--- config.mk ---
export PLATFORM = sky130hd
export DESIGN_NAME = nvmpe_ctrl
export DESIGN_NICKNAME = d
export VERILOG_FILES = /design/src/nvmpe_pkg.sv /design/src/nvmpe_tick_if.sv /design/src/nvmpe_ctrl.sv /design/src/nvmpe_tick_gen.sv
export SDC_FILE = /design/constraint.sdc
export NUM_CORES = 1
export LEC_CHECK = 0
export ABC_AREA = 1
export BUFFER_PORTS_ARGS = -buffer_cell sky130_fd_sc_hd__buf_2
export CAP_MARGIN = 20
export CORE_UTILIZATION = 35
export DETAILED_ROUTE_END_ITERATION = 12
export PLACE_DENSITY = 0.68
export SLEW_MARGIN = 10
export SYNTH_ARGS = -nofsm -noshare
export SYNTH_HDL_FRONTEND = slang
export SYNTH_SLANG_ARGS = --single-unit
--- constraint.sdc ---
create_clock -name clk -period 1.6 [get_ports clk]
set_input_delay 0.4 -clock clk [delete_from_list [all_inputs] [get_ports clk]]
set_output_delay 0.4 -clock clk [all_outputs]
set_load 0.03 [all_outputs]
--- src/nvmpe_pkg.sv ---
package nvmpe_pkg;

  localparam logic [7:0] NVM_INTERRUPT_CONTROL_ADDR = 8'hfb;
  localparam logic [7:0] NVM_PAGE_SELECT_ADDR       = 8'hfc;
  localparam logic [7:0] NVM_ROW_SELECT_ADDR        = 8'hfd;
  localparam logic [7:0] NVM_COLUMN_SELECT_ADDR     = 8'hfe;
  localparam logic [7:0] NVM_PROGRAM_CONTROL_ADDR   = 8'hff;

  localparam logic [7:0] NVM_INTERRUPT_CONTROL_RST  = 8'h00;
  localparam logic [7:0] NVM_PAGE_SELECT_RST        = 8'h00;
  localparam logic [2:0] NVM_ROW_SELECT_RST         = 3'h0;
  localparam logic [6:0] NVM_COLUMN_SELECT_RST      = 7'h00;
  localparam logic [2:0] NVM_PROGRAM_CONTROL_RST    = 3'h0;

  // interrupt control fields
  localparam int DONE_IRQ_ENABLE_BIT     = 7;
  localparam int ERROR_IRQ_ENABLE_BIT    = 6;
  localparam int DONE_FLAG_BIT           = 5;
  localparam int WRITE_VIOLATION_BIT     = 3;
  localparam int ROW_PROGRAM_TIMEOUT_BIT = 2;
  localparam int PAGE_ERASE_VIOL_BIT     = 1;
  localparam int BULK_ERASE_VIOL_BIT     = 0;

  // program control fields
  localparam int ROW_PROGRAM_GO_BIT  = 2;
  localparam int PAGE_ERASE_GO_BIT   = 1;
  localparam int BULK_ERASE_GO_BIT   = 0;

  localparam int INFO_PAGE_SELECT_BIT = 7;

  // timing in flash controller clock periods (5.1..6.5 us each)
  localparam int ROW_PROGRAM_TIMEOUT_TICKS = 2432;
  localparam real PAGE_ERASE_TIME_MS       = 10.0;
  localparam real BULK_ERASE_TIME_MS       = 200.0;
  localparam real FLASH_TICK_MAX_US        = 6.5;
  localparam int PAGE_ERASE_TICKS =
    int'(PAGE_ERASE_TIME_MS * 1000.0 / FLASH_TICK_MAX_US);
  localparam int BULK_ERASE_TICKS =
    int'(BULK_ERASE_TIME_MS * 1000.0 / FLASH_TICK_MAX_US);
  localparam int TICK_CNT_W = 16;

  localparam logic [7:0] FLASH_DIVIDER_RST = 8'h01;
  localparam logic [7:0] ROW_BYTES         = 8'h80;

  typedef enum logic [1:0] {
    NVMPE_IDLE,
    NVMPE_PAGE_ERASE,
    NVMPE_BULK_ERASE,
    NVMPE_ROW_PROGRAM
  } nvmpe_state_e;

endpackage

--- src/nvmpe_tick_if.sv ---
`timescale 1ns/100ps
interface nvmpe_tick_if;
  logic       start;
  logic [7:0] divider;
  logic       tick;
  modport gen  (input start, input divider, output tick);
  modport user (output start, output divider, input tick);
endinterface
--- src/nvmpe_ctrl.sv ---
`timescale 1ns/100ps
// Functional notes
// - separate done and error interrupt enables
// - successful operation sets done, may interrupt
// - row program aborts after 2432 ticks
// - protected block write dropped, violation flagged
// - protected page erase refused, flagged
// - mass erase with protection refused, flagged
// - any error flag interrupts when enabled
// - reading interrupt control clears flags
// - top page bit selects information page
// - page field picks one of 128
// - single byte written at page row column
// - row program increments column per byte
// - row program clears after the column 127 byte or timeout
// - mass erase clears itself when done
// - page erase clears itself when done
// - erase stalls all flash accesses
// - row program stalls flash reads
// - flash tick from programmable divider
// - any protection bit blocks mass erase
module nvmpe_ctrl
  import nvmpe_pkg::*;
(
  input  wire logic        clk,
  input  wire logic        rst_n,
  input  wire logic        clk_en,
  input  wire logic [7:0]  io_addr,
  input  wire logic [7:0]  io_wdata,
  input  wire logic        io_wr,
  input  wire logic        io_rd,
  output logic      [7:0]  io_rdata,
  input  wire logic        data_wr,
  input  wire logic [7:0]  data_wdata,
  input  wire logic        mem_rd,
  input  wire logic        mem_wr,
  input  wire logic [7:0]  flash_divider,
  input  wire logic [7:0]  block_protect,
  output logic             cpu_wait,
  output logic             irq,
  output logic             arr_write,
  output logic             arr_page_erase,
  output logic             arr_bulk_erase,
  output logic             arr_info,
  output logic      [6:0]  arr_page,
  output logic      [2:0]  arr_row,
  output logic      [6:0]  arr_column,
  output logic      [7:0]  arr_wdata
);
  nvmpe_state_e state;
  logic       done_irq_enable;
  logic       error_irq_enable;
  logic       done_flag;
  logic       write_violation_flag;
  logic       row_program_timeout_flag;
  logic       page_erase_violation_flag;
  logic       bulk_erase_violation_flag;
  logic [7:0] page_reg;
  logic [2:0] row_reg;
  logic [6:0] col_reg;
  logic [2:0] pgctl;
  logic [TICK_CNT_W-1:0] ticks;

  nvmpe_tick_if tk ();
  nvmpe_tick_gen u_tick (
    .clk    (clk),
    .rst_n  (rst_n),
    .clk_en (clk_en),
    .tk     (tk)
  );

  function automatic logic hit(input logic [7:0] a, input logic [7:0] r);
    hit = (a == r);
  endfunction

  wire info_page_select = page_reg[INFO_PAGE_SELECT_BIT];
  // page to 16 KB block: 16 pages per block
  wire [2:0] page_block = page_reg[6:4];
  wire page_prot  = !info_page_select && block_protect[page_block];
  wire any_prot   = |block_protect;

  wire wr_irq = io_wr && hit(io_addr, NVM_INTERRUPT_CONTROL_ADDR);
  wire rd_irq = io_rd && hit(io_addr, NVM_INTERRUPT_CONTROL_ADDR);
  wire wr_pg  = io_wr && hit(io_addr, NVM_PAGE_SELECT_ADDR);
  wire wr_row = io_wr && hit(io_addr, NVM_ROW_SELECT_ADDR);
  wire wr_col = io_wr && hit(io_addr, NVM_COLUMN_SELECT_ADDR);
  wire wr_ctl = io_wr && hit(io_addr, NVM_PROGRAM_CONTROL_ADDR) && state == NVMPE_IDLE;

  wire start_bulk = wr_ctl && io_wdata[BULK_ERASE_GO_BIT];
  wire start_page = wr_ctl && !io_wdata[BULK_ERASE_GO_BIT] && io_wdata[PAGE_ERASE_GO_BIT];
  wire start_row  = wr_ctl && !io_wdata[BULK_ERASE_GO_BIT] && !io_wdata[PAGE_ERASE_GO_BIT]
                    && io_wdata[ROW_PROGRAM_GO_BIT];

  wire bulk_viol  = start_bulk && any_prot;
  wire page_viol  = start_page && page_prot;
  wire byte_wr    = data_wr && (state == NVMPE_IDLE || state == NVMPE_ROW_PROGRAM);
  wire wr_viol    = byte_wr && page_prot;
  wire byte_ok    = byte_wr && !page_prot;

  wire ticking    = tk.tick && state != NVMPE_IDLE;
  wire erase_end  = ticking && ((state == NVMPE_PAGE_ERASE
                      && ticks == TICK_CNT_W'(PAGE_ERASE_TICKS - 1))
                    || (state == NVMPE_BULK_ERASE
                      && ticks == TICK_CNT_W'(BULK_ERASE_TICKS - 1)));
  wire row_tmo    = ticking && state == NVMPE_ROW_PROGRAM
                    && ticks == TICK_CNT_W'(ROW_PROGRAM_TIMEOUT_TICKS - 1);
  wire row_last   = state == NVMPE_ROW_PROGRAM && byte_ok && col_reg == 7'h7f;
  wire row_end    = row_last && !row_tmo;
  wire op_done    = erase_end || row_end;

  wire erasing    = state == NVMPE_PAGE_ERASE || state == NVMPE_BULK_ERASE;
  wire next_wait  = (erasing && (mem_rd || mem_wr))
                    || (state == NVMPE_ROW_PROGRAM && mem_rd);

  wire [7:0] irq_reg = {done_irq_enable, error_irq_enable, done_flag, 1'b0,
                        write_violation_flag, row_program_timeout_flag,
                        page_erase_violation_flag, bulk_erase_violation_flag};
  wire any_err = write_violation_flag || row_program_timeout_flag
                 || page_erase_violation_flag || bulk_erase_violation_flag;
  wire next_irq = (done_irq_enable && done_flag)
                  || (error_irq_enable && any_err);

  wire [7:0] next_rdata =
      hit(io_addr, NVM_INTERRUPT_CONTROL_ADDR) ? irq_reg :
      hit(io_addr, NVM_PAGE_SELECT_ADDR)       ? page_reg :
      hit(io_addr, NVM_ROW_SELECT_ADDR)        ? {5'h00, row_reg} :
      hit(io_addr, NVM_COLUMN_SELECT_ADDR)     ? {1'b0, col_reg} :
      hit(io_addr, NVM_PROGRAM_CONTROL_ADDR)   ? {5'h00, pgctl} : 8'h00;

  assign tk.start   = start_bulk || start_page || start_row;
  assign tk.divider = flash_divider;

  // sequencer
  always_ff @(posedge clk or negedge rst_n)
  begin
    if (!rst_n)
    begin
      state <= NVMPE_IDLE;
      ticks <= '0;
      pgctl <= NVM_PROGRAM_CONTROL_RST;
    end
    else if (clk_en)
    begin
      unique case (state)
        NVMPE_IDLE:
        begin
          ticks <= '0;
          if (start_bulk && !bulk_viol)
          begin
            state <= NVMPE_BULK_ERASE;
            pgctl <= 3'h1;
          end
          else if (start_page && !page_viol)
          begin
            state <= NVMPE_PAGE_ERASE;
            pgctl <= 3'h2;
          end
          else if (start_row)
          begin
            state <= NVMPE_ROW_PROGRAM;
            pgctl <= 3'h4;
          end
        end
        NVMPE_PAGE_ERASE, NVMPE_BULK_ERASE, NVMPE_ROW_PROGRAM:
        begin
          if (ticking)
            ticks <= ticks + TICK_CNT_W'(1);
          if (erase_end || row_tmo || row_end)
          begin
            state <= NVMPE_IDLE;
            pgctl <= 3'h0;
          end
        end
      endcase
    end
  end

  // interrupt control, set beats read clear
  always_ff @(posedge clk or negedge rst_n)
  begin
    if (!rst_n)
    begin
      done_irq_enable           <= NVM_INTERRUPT_CONTROL_RST[DONE_IRQ_ENABLE_BIT];
      error_irq_enable          <= NVM_INTERRUPT_CONTROL_RST[ERROR_IRQ_ENABLE_BIT];
      done_flag                 <= 1'b0;
      write_violation_flag      <= 1'b0;
      row_program_timeout_flag  <= 1'b0;
      page_erase_violation_flag <= 1'b0;
      bulk_erase_violation_flag <= 1'b0;
    end
    else if (clk_en)
    begin
      if (wr_irq)
      begin
        done_irq_enable  <= io_wdata[DONE_IRQ_ENABLE_BIT];
        error_irq_enable <= io_wdata[ERROR_IRQ_ENABLE_BIT];
      end
      done_flag <= op_done || (done_flag && !rd_irq);
      write_violation_flag      <= wr_viol || (write_violation_flag && !rd_irq);
      row_program_timeout_flag  <= row_tmo || (row_program_timeout_flag && !rd_irq);
      page_erase_violation_flag <= page_viol || (page_erase_violation_flag && !rd_irq);
      bulk_erase_violation_flag <= bulk_viol || (bulk_erase_violation_flag && !rd_irq);
    end
  end

  // address registers; column walks during row program
  always_ff @(posedge clk or negedge rst_n)
  begin
    if (!rst_n)
    begin
      page_reg <= NVM_PAGE_SELECT_RST;
      row_reg  <= NVM_ROW_SELECT_RST;
      col_reg  <= NVM_COLUMN_SELECT_RST;
    end
    else if (clk_en)
    begin
      if (wr_pg)
        page_reg <= io_wdata;
      if (wr_row)
        row_reg <= io_wdata[2:0];
      if (wr_col)
        col_reg <= io_wdata[6:0];
      else if (state == NVMPE_ROW_PROGRAM && byte_ok)
        col_reg <= col_reg + 7'h01;
    end
  end

  // registered outputs to array and cpu
  always_ff @(posedge clk or negedge rst_n)
  begin
    if (!rst_n)
    begin
      io_rdata       <= 8'h00;
      cpu_wait       <= 1'b0;
      irq            <= 1'b0;
      arr_write      <= 1'b0;
      arr_page_erase <= 1'b0;
      arr_bulk_erase <= 1'b0;
      arr_info       <= 1'b0;
      arr_page       <= 7'h00;
      arr_row        <= 3'h0;
      arr_column     <= 7'h00;
      arr_wdata      <= 8'h00;
    end
    else if (clk_en)
    begin
      if (io_rd)
        io_rdata <= next_rdata;
      cpu_wait       <= next_wait;
      irq            <= next_irq;
      arr_write      <= byte_ok;
      arr_page_erase <= start_page && !page_viol;
      arr_bulk_erase <= start_bulk && !bulk_viol;
      arr_info       <= info_page_select;
      arr_page       <= page_reg[6:0];
      arr_row        <= row_reg;
      arr_column     <= col_reg;
      arr_wdata      <= data_wdata;
    end
  end
endmodule // nvmpe_ctrl

--- src/nvmpe_tick_gen.sv ---
`timescale 1ns/100ps
module nvmpe_tick_gen
  import nvmpe_pkg::*;
(
  input  wire logic   clk,
  input  wire logic   rst_n,
  input  wire logic   clk_en,
  nvmpe_tick_if.gen   tk
);
  logic [7:0] count;
  wire        wrap = (count >= tk.divider - 8'h01) || (tk.divider == 8'h00);

  // flash controller clock as a tick every divider system cycles
  always_ff @(posedge clk or negedge rst_n)
  begin
    if (!rst_n)
    begin
      count   <= 8'h00;
      tk.tick <= 1'b0;
    end
    else if (clk_en)
    begin
      count   <= (tk.start || wrap) ? 8'h00 : count + 8'h01;
      tk.tick <= wrap && !tk.start;
    end
  end
endmodule // nvmpe_tick_gen

# Yosys cells after proc, flatten, opt, wreduce, memory -nomap -nowiden
# Index checks and enable logic that the tools add are counted.
dict set report word_totals {
  regBits 94
  in_bits 48
  output_inout_bits 39
  wordCells 151
}
dict set report op_classes {
  addsub 4
  order_cmp 2
  eq_ne 15
  muxes 22
  reduce_logical 82
}
# cell n
set ops {}
lappend ops {{8-bit equality test, second input constant} 5}
lappend ops {{1-bit logical AND} 39}
lappend ops {{16-bit one-hot mux with 2 select lines} 1}
lappend ops {{7-bit two-way mux} 4}
lappend ops {{8-bit two-way mux} 3}
lappend ops {{1-bit logical OR} 21}
lappend ops {{16-bit by 1-bit adder with 16-bit output, second input constant} 1}
lappend ops {{16-bit by 11-bit equality test with 1-bit output, second input constant} 1}
lappend ops {{16-bit by 12-bit equality test with 1-bit output, second input constant} 1}
lappend ops {{16-bit by 15-bit equality test with 1-bit output, second input constant} 1}
lappend ops {{16-bit two-way mux} 1}
lappend ops {{3-bit two-way mux} 5}
lappend ops {{2-bit AND reduction} 6}
lappend ops {{1-bit logical NOT} 9}
lappend ops {{8-bit by 1-bit adder with 8-bit output, second input constant} 1}
lappend ops {{8-bit greater-or-equal comparator} 1}
lappend ops {{8-bit logical NOT} 1}
lappend ops {{2-bit two-way mux} 4}
lappend ops {{8-bit OR reduction} 1}
lappend ops {{8-bit by 1-bit subtractor with 8-bit output, second input constant} 1}
lappend ops {{7-bit by 1-bit adder with 7-bit output, second input constant} 1}
lappend ops {{7-bit equality test, second input constant} 1}
lappend ops {{3-bit one-hot mux with 2 select lines} 1}
lappend ops {{2-bit equality test, second input constant} 2}
lappend ops {{11 further kinds} 13}

# Depth between registers and ports, before layout
# Gate-level depths: netlist (run 1).
dict set report depth {
  ltp_word 11
  ltp_mapped 16
  mapped_depth_nobuf 16
}

# Modules after synthesis
# Synthesis (run 1) repeated with hierarchy kept, for this count alone.
dict set report unflattened {
  cells_unflattened 675
  area_unflattened_um2 5429.0
}
# mod n_inst cells_per_inst area_each_um2 seq_area_each_um2
set by_module_without_submodules {}
lappend by_module_without_submodules {nvmpe_ctrl 1 558 4509.3 2127.0}
lappend by_module_without_submodules {nvmpe_tick_gen 1 117 919.6 225.2}

# Least setup slack after synthesis (run 1)
# No wires, ideal clock.
dict set report synth_timing {
  path_type {input port to flip-flop}
  startpoint {input port flash_divider[0]}
  endpoint {register u_tick.count[5]}
  setup_ns 0.077
  t_arrival_ns 2.148
  required_time_ns 1.523
  path_slack_ns -0.626
  path_stages 16
  path_buffers 0
  path_cell_list {inv_1 ha_1 nand2_1 nor3_1 xor2_1 inv_1 ha_1 nand2_1 nor2_1 nand4_1 nand3_1 nor2_1 nand2_1 nand2_1 o21ai_0 a21oi_1}
}
dict set report synth_between {
  elab_chain_len 5
  elab_cells_between_ends 6
}
# element line
set synth_rtl {}
lappend synth_rtl {{start: declaration} nvmpe_ctrl.sv:37} ;# input wire logic [7:0] flash_divider,
lappend synth_rtl {{8-bit by 1-bit subtractor with 8-bit output} nvmpe_tick_gen.sv:11} ;# wire wrap = (count >= tk.divider - 8'h01) || (tk.divider == 8'h00);
lappend synth_rtl {{8-bit greater-or-equal comparator} nvmpe_tick_gen.sv:11}
lappend synth_rtl {{1-bit logical OR (*)} nvmpe_tick_gen.sv:11}
lappend synth_rtl {{1-bit logical OR (*)} nvmpe_tick_gen.sv:23} ;# count <= (tk.start || wrap) ? 8'h00 : count + 8'h01;
lappend synth_rtl {{8-bit two-way mux (*)} nvmpe_tick_gen.sv:23}
lappend synth_rtl {{end signal: assignment} nvmpe_tick_gen.sv:23}
lappend synth_rtl {{end: declaration} nvmpe_tick_gen.sv:10} ;# logic [7:0] count;
# Mark *: on every way between the ends. The rest lies on a longest branch, timed or not.
# A chain may end at the register's enable or synchronous reset.

# Worst setup path after layout (run 1)
# Ends and elaborated chain as after synthesis.

==> results of run 1 <==
-- worst paths after layout --
check | start | end | depth (start not counted)
worst max-delay path | flash_divider[0] | u_tick.count[5] | 16
worst min-delay path | data_wdata[5] | arr_wdata[5] | 3
worst max register to register | ticks[0] | state[0] | 11
worst min register to register | arr_wdata[1] | arr_wdata[1] | 2
max in group asynchronous | rst_n | io_rdata[3] | 3
min in group asynchronous | rst_n | u_tick.count[7] | 2
-- tightest hold or removal path, stage by stage --
cell and delay (ns):
buf_2 0.07, nand2_1 0.04, nand2_1 0.05
-- routing by layer --
layer  GRT usage  share of wire
met1      0.2580           0.47
met2      0.3020           0.47
met3     0.03367          0.040
met4     0.07530          0.020
met5           0              0
-- synthesized netlist by cell type (all sizes together) (2+ instances only) --
cell type  number  area (sq um)
nand4           7         50.05
nor2           56         246.5
nor4            5         31.28
o22ai           6         37.54
o21a            3         22.52
nor3           11         71.32
inv            89         341.6
a211oi          2         15.01
nand3          42         235.2
a21oi          38         205.2
o31ai           3         22.52
o21ai          59         310.3
ha             19         237.7
nand2         175         671.9
mux2i           2         20.02
clkbuf          6         22.52
dfrtp          94          2352
xnor2           3         26.28
xor2            8         70.07
a22o            4         35.03
buf             6         38.78
-- layout make-up --
class                   count  area (sq um)  share of cell area
flip-flops and latches     94          2352              0.3128
repair buffers            202          1430              0.1902
clock buffers               9         225.2             0.02995
multi-input cells         454          2846              0.3785
inverters                  90         380.4             0.05057
well taps                 184         230.2             0.03061
clock inverters             7         56.30            0.007486
-- through the flow --
step           setup WS, ns  power (W)  setup TNS (ns)
2_1_floorplan       -0.4726   0.004393          -3.384
3_3_place_gp        -0.7492   0.005542          -8.324
3_5_place_dp        -0.8187   0.005579          -8.935
4_1_cts             -0.2678   0.007845          -2.157
5_1_grt             -0.4859   0.008653          -7.563
6_report            -0.3443   0.008127          -3.805
-- power by group through the flow --
stage | clock network [W] | logic, W | registers (W)
finish | 0.00207 | 0.00310 | 0.00295
global route | 0.00223 | 0.00343 | 0.00300
CTS | 0.00212 | 0.00280 | 0.00292
detailed placement | 0 | 0.00263 | 0.00294
global placement | 0 | 0.00260 | 0.00294
floorplan | 0 | 0.00123 | 0.00316
-- kinds of logic (layout without fill, tap and decap cells) --
| family | after synthesis | after routing |
|---|---|---|
| DFF | 94 | 94 |
| adders and majority gates | 19 | 19 |
| AOI/OAI and AO/OA | 122 | 122 |
| muxes | 3 | 3 |
| xor gates and xnor gates | 11 | 11 |
| and+or+nand+nor | 299 | 299 |
| buffers and inverters | 102 | 308 |
-- what timing repair did --
| item | CTS | global route |
|---|---|---|
| endpoints found under the hold margin | 20 | 0 |
| resized for setup | 41 | 87 |
| pin swaps | 20 | 36 |
| setup buffers | 5 | 11 |
| hold buffers | 1 | 0 |
| setup endpoints to repair | 26 | 41 |
==> flow_metrics.env, run 1 <==
export IMPL_die_h_um=123.4
export IMPL_slowest_stage="nor3_4"
export IMPL_ys_flop_type="dfrtp_1"
export IMPL_syn_inst=650
export IMPL_grt_max_degree=39
export IMPL_slew_violations=0
export IMPL_max_vdd_ir_drop_mv=0.5426
export IMPL_coreArea_sq_mm=0.01448
export IMPL_grt_pass1_vias=4620
export IMPL_clk_latency_ns=0.36
export IMPL_worst_path_most_repeated_cell="nand2_4"
export IMPL_async_flop_share=1.000
export IMPL_cts_root_buf="clkbuf_16"
export IMPL_dpl_hpwl_um=10270
export IMPL_grt_pass1_wl_um=22280
export IMPL_hp_class="primary input to flip-flop"
export IMPL_post_drt_via_cell_ratio=4.802
export IMPL_crit_path_max_fanout=4
export IMPL_stdcell_count=1040
export IMPL_layout_area_overhead_vs_synth_pct=45.76
export IMPL_antenna_found_initial=0
export IMPL_num_rows=44
export IMPL_synth_edf_count=0
export IMPL_hold_slack_ns=0.2414
export IMPL_path_cells="buf_8 -> inv_12 -> ha_4 -> nand2_4 -> nor3_4 -> xor2_1 -> inv_1 -> ha_4 -> a21oi_2 -> o21a_1 -> nand3_2 -> nor2_4 -> nand2_4 -> nand2_4 -> o21ai_1 -> a21oi_1"
export IMPL_clock_fmax_ghz=0.5143
export IMPL_endpoint_kind="flip-flop"
export IMPL_n_antenna_cell=0
export IMPL_largest_reg_flops=16
export IMPL_synth_xor_area_frac=0.01867
export IMPL_maxCapViolCount=0
export IMPL_detail_route_wl_per_cell_um=13.75
export IMPL_clkTransAtPathRegs_ns=0.07
export IMPL_die_x_um=123.4
export IMPL_synth_fp_nets=717
export IMPL_synth_cell_types=52
export IMPL_placed_area_sq_mm=0.006628
export IMPL_worst_setup_path_type="primary input to flip-flop"
export IMPL_ios=87
export IMPL_leakagePower_nw=3.788
export IMPL_cp_num_buf_inv=3
export IMPL_drt_first_pass_iters=4
export IMPL_crit_family="simple AND/OR/NAND/NOR gates"
export IMPL_synthAdderAreaFrac=0.04607
export IMPL_finish_utilization=0.5194
export IMPL_grt_overflow=0
export IMPL_setup_violations=23
export IMPL_ys_ff_latch=94
export IMPL_yosys_warnings=0
export IMPL_cts_sinks=94
export IMPL_drc=0
export IMPL_postSynthAreaPerCell_sq_um=7.938
export IMPL_powerDensity_mw_per_mm2=1081
export IMPL_final_common_cell="nand2_1"
export IMPL_regMostFlops="ticks"
export IMPL_internal_power_w=0.005119
export IMPL_port_buffers=86
export IMPL_switching_share=0.3701
export IMPL_startpoint_type="primary input"
export IMPL_comb_power_share=0.382
export IMPL_synthMuxAreaShare=0.006062
export IMPL_synthSimpleGateAreaFrac=0.2570
export IMPL_dpl_cell_count=1007
export IMPL_drt_total_wl_um=14300
export IMPL_slew_limit_headroom=0.4587
export IMPL_rsz0062_at_grt="true"
export IMPL_worst_slack_ns=-0.3443
export IMPL_synth_compound_area_frac=0.1365
export IMPL_vias=4994
export IMPL_required_ns=1.88
export IMPL_cp_slowest_stage_delay_ns=0.19
export IMPL_clkPwrFrac=0.255
export IMPL_status="complete, but fails checks"
export IMPL_cts_made_buffers=9
export IMPL_layout_drive_gt1_share=0.3937
export IMPL_drt_iter0_drc=348
export IMPL_gp_congestion=0.8785
export IMPL_pwr_share_seq=0.363
export IMPL_period_needed_ns=1.944
export IMPL_ys_seq_area_frac=0.4559
export IMPL_power_switching_w=0.003007
export IMPL_nets=918
export IMPL_arrival_ns=2.23
export IMPL_period_share=1.215
export IMPL_final_hold_violation_count=0
export IMPL_fillers=1342
export IMPL_grt_usage=0.1908
export IMPL_finClkSkew_ns=0.008462
export IMPL_netlist_area_sq_mm=0.005160
export IMPL_htree_levels=3
export IMPL_synth_top_family_by_area="simple AND/OR/NAND/NOR gates"
export IMPL_violations="setup timing"
export IMPL_tightest_slew_ns=0.8051
export IMPL_fin_area_sq_mm=0.007521
export IMPL_reg2reg_setup_slack_ns=-0.18
export IMPL_tritoncts="built"
export IMPL_final_cell_mix="nand2_1, buf_4, dfrtp_1, buf_2, inv_1"
export IMPL_ant_nets=0
export IMPL_ctsLongestPathBuffers=2
export IMPL_start_util=0.3564
export IMPL_dieArea_sq_mm=0.01523
Power figures use the tool's default switching activity.
==> inputs of run 2 (changes only) <==
- BUFFER_PORTS_ARGS: -buffer_cell sky130_fd_sc_hd__buf_2 -> not set
- CORE_UTILIZATION: 35 -> 45
- DONT_BUFFER_PORTS: not set -> 1
- PLACE_DENSITY: 0.68 -> 0.74
==> flow_metrics.env, run 2 (synthesized netlist as in run 1, its figures left out) <==
export IMPL_ant_nets=0
export IMPL_grt_pass1_vias=4828
export IMPL_antenna_found_initial=0
export IMPL_path_depth=16
export IMPL_startpoint_type="primary input"
export IMPL_cp_num_buf_inv=3
export IMPL_cts_root_buf="clkbuf_16"
export IMPL_clkPwrFrac=0.266
export IMPL_num_rows=38
export IMPL_layout_drive_gt1_share=0.3417
export IMPL_drt_total_wl_um=15360
export IMPL_period_needed_ns=1.926
export IMPL_max_vdd_ir_drop_mv=0.9300
export IMPL_worst_slack_ns=-0.3265
export IMPL_coreArea_sq_mm=0.01098
export IMPL_hold_slack_ns=-0.2696
export IMPL_post_drt_via_cell_ratio=5.491
export IMPL_path_cells="inv_12 -> ha_4 -> nand2_4 -> buf_4 -> xor2_1 -> inv_1 -> ha_1 -> nand2_2 -> nor2_4 -> nand4_1 -> nand3_2 -> nor2_4 -> nand2_2 -> nand2_4 -> o21ai_2 -> a21oi_2"
export IMPL_cts_sinks=94
export IMPL_gp_congestion=0.8407
export IMPL_regMostFlops="ticks"
export IMPL_internal_power_w=0.005269
export IMPL_register_area_sq_mm=0.002352
export IMPL_worst_setup_path_type="primary input to flip-flop"
export IMPL_htree_levels=3
export IMPL_drt_first_pass_iters=5
export IMPL_port_buffers=0
export IMPL_layout_area_overhead_vs_synth_pct=35.79
export IMPL_setup_violations=21
export IMPL_n_antenna_cell=0
export IMPL_clock_fmax_ghz=0.5191
export IMPL_nets=823
export IMPL_drc=0
export IMPL_ios=87
export IMPL_cp_slowest_stage_delay_ns=0.32
export IMPL_clk_latency_ns=0.35
export IMPL_finClkSkew_ns=0.005979
export IMPL_switching_share=0.3662
export IMPL_dpl_hpwl_um=10050
export IMPL_die_h_um=109.1
export IMPL_powerDensity_mw_per_mm2=1186
export IMPL_period_share=1.204
export IMPL_drt_iter0_drc=421
export IMPL_grt_max_degree=95
export IMPL_crit_family="simple AND/OR/NAND/NOR gates"
export IMPL_cts_made_buffers=9
export IMPL_pwr_share_seq=0.382
export IMPL_final_hold_violation_count=94
export IMPL_grt_usage=0.2503
export IMPL_setup_worst_path_end="u_tick.count[5]"
export IMPL_reg2reg_setup_slack_ns=-0.19
export IMPL_status="complete, but fails checks"
export IMPL_comb_power_share=0.352
export IMPL_clkTransAtPathRegs_ns=0.07
export IMPL_r2r_start="u_tick.count[1]"
export IMPL_rsz0062_at_grt="true"
export IMPL_grt_overflow=0
export IMPL_maxCapViolCount=0
export IMPL_tritoncts="built"
export IMPL_crit_path_max_fanout=4
export IMPL_ctsLongestPathBuffers=2
export IMPL_final_cell_mix="nand2_1, dfrtp_1, buf_4, inv_1, o21ai_0"
export IMPL_multi_input_area_sq_mm=0.002908
export IMPL_violations="hold timing, setup timing"
export IMPL_slowest_stage="ha_1"
export IMPL_slew_limit_headroom=0.5981
export IMPL_detail_route_wl_per_cell_um=17.05
export IMPL_crit_start="flash_divider[1]"
export IMPL_required_ns=1.88
export IMPL_rr_endpoint="u_tick.count[7]"
export IMPL_tightest_slew_ns=0.5978
export IMPL_reg2reg_depth=10
export IMPL_finish_utilization=0.6380
export IMPL_endpoint_kind="flip-flop"
export IMPL_arrival_ns=2.20
export IMPL_slew_violations=0
export IMPL_vias=4947
export IMPL_power_switching_w=0.003044
export IMPL_die_x_um=109.1
export IMPL_largest_reg_flops=16
export IMPL_grt_pass1_wl_um=22740
export IMPL_fillers=839
export IMPL_leakagePower_nw=3.392
export IMPL_final_common_cell="nand2_1"
export IMPL_hp_class="primary input to asynchronous set/reset pin"
export IMPL_start_util=0.4698
export IMPL_tns_ns=-3.623
export IMPL_dieArea_sq_mm=0.01190
[run 2: through the flow]
step	cell area (sq um)	setup WS [ns]	cells	hold slack [ns]	power, W
floorplan	5220	-0.4726	650	0.1044	0.004393
global placement	5909	-0.5291	853	0.1062	0.005238
detailed placement	5909	-0.7052	853	0.1061	0.005346
CTS	6603	-0.1414	891	-0.2751	0.007878
global route	7007	-0.4979	901	-0.2768	0.008707
finish	7007	-0.3265	901	-0.2696	0.008313
[run 2: layer usage]
metal / share of wire / GRT usage / vias up / routed length (um)
met5: 0 / 0 / - / 0
met4: 0.024 / 0.07819 / 0 / 367
met3: 0.071 / 0.07651 / 35 / 1098
met2: 0.52 / 0.4519 / 177 / 8043
met1: 0.38 / 0.2793 / 2401 / 5850
li1: - / - / 2334 / -
[run 2: how the worst min path moves through the flow]
stage / start / endpoint / slack (ns) / cells after the start
floorplan: rst_n / arr_bulk_erase / 0.10 / 0
global placement: rst_n / arr_column[5] / 0.11 / 0
detailed placement: rst_n / arr_column[5] / 0.11 / 0
CTS: rst_n / arr_column[5] / -0.28 / 0
global route: rst_n / arr_column[5] / -0.28 / 0
finish: rst_n / arr_column[5] / -0.27 / 0
[run 2: worst register-to-register path: cells and delay by family (launching register included)]
| kind | cells | cell delay [ns] |
|---|---|---|
| simple gates | 5 | 0.72 |
| flops | 1 | 0.38 |
| buf+inv | 3 | 0.34 |
| xor+xnor | 1 | 0.19 |
| compound gates | 1 | 0.04 |
[run 2: repair_timing]
action,4_1_cts,5_1_grt
buffers inserted,22,12
gates resized for setup,60,89
hold endpoints to repair,94,94
setup endpoints to repair,37,40
pin swaps,36,48
[run 2: final cells by class]
cell class	count	area share
well taps	140	0.02500
flip-flops and latches	94	0.3357
repair buffers	107	0.1261
multi-input cells	454	0.4150
inverters	90	0.05464
clock inverters	7	0.01143
clock buffers	9	0.03214
[run 2: power by group through the flow]
stage	combinational, W	sequential, W	clock (W)
after floorplan	0.00123	0.00316	0
after global placement	0.00206	0.00318	0
after detailed placement	0.00216	0.00319	0
after CTS	0.00247	0.00316	0.00225
after global routing	0.00317	0.00321	0.00233
final	0.00293	0.00318	0.00221
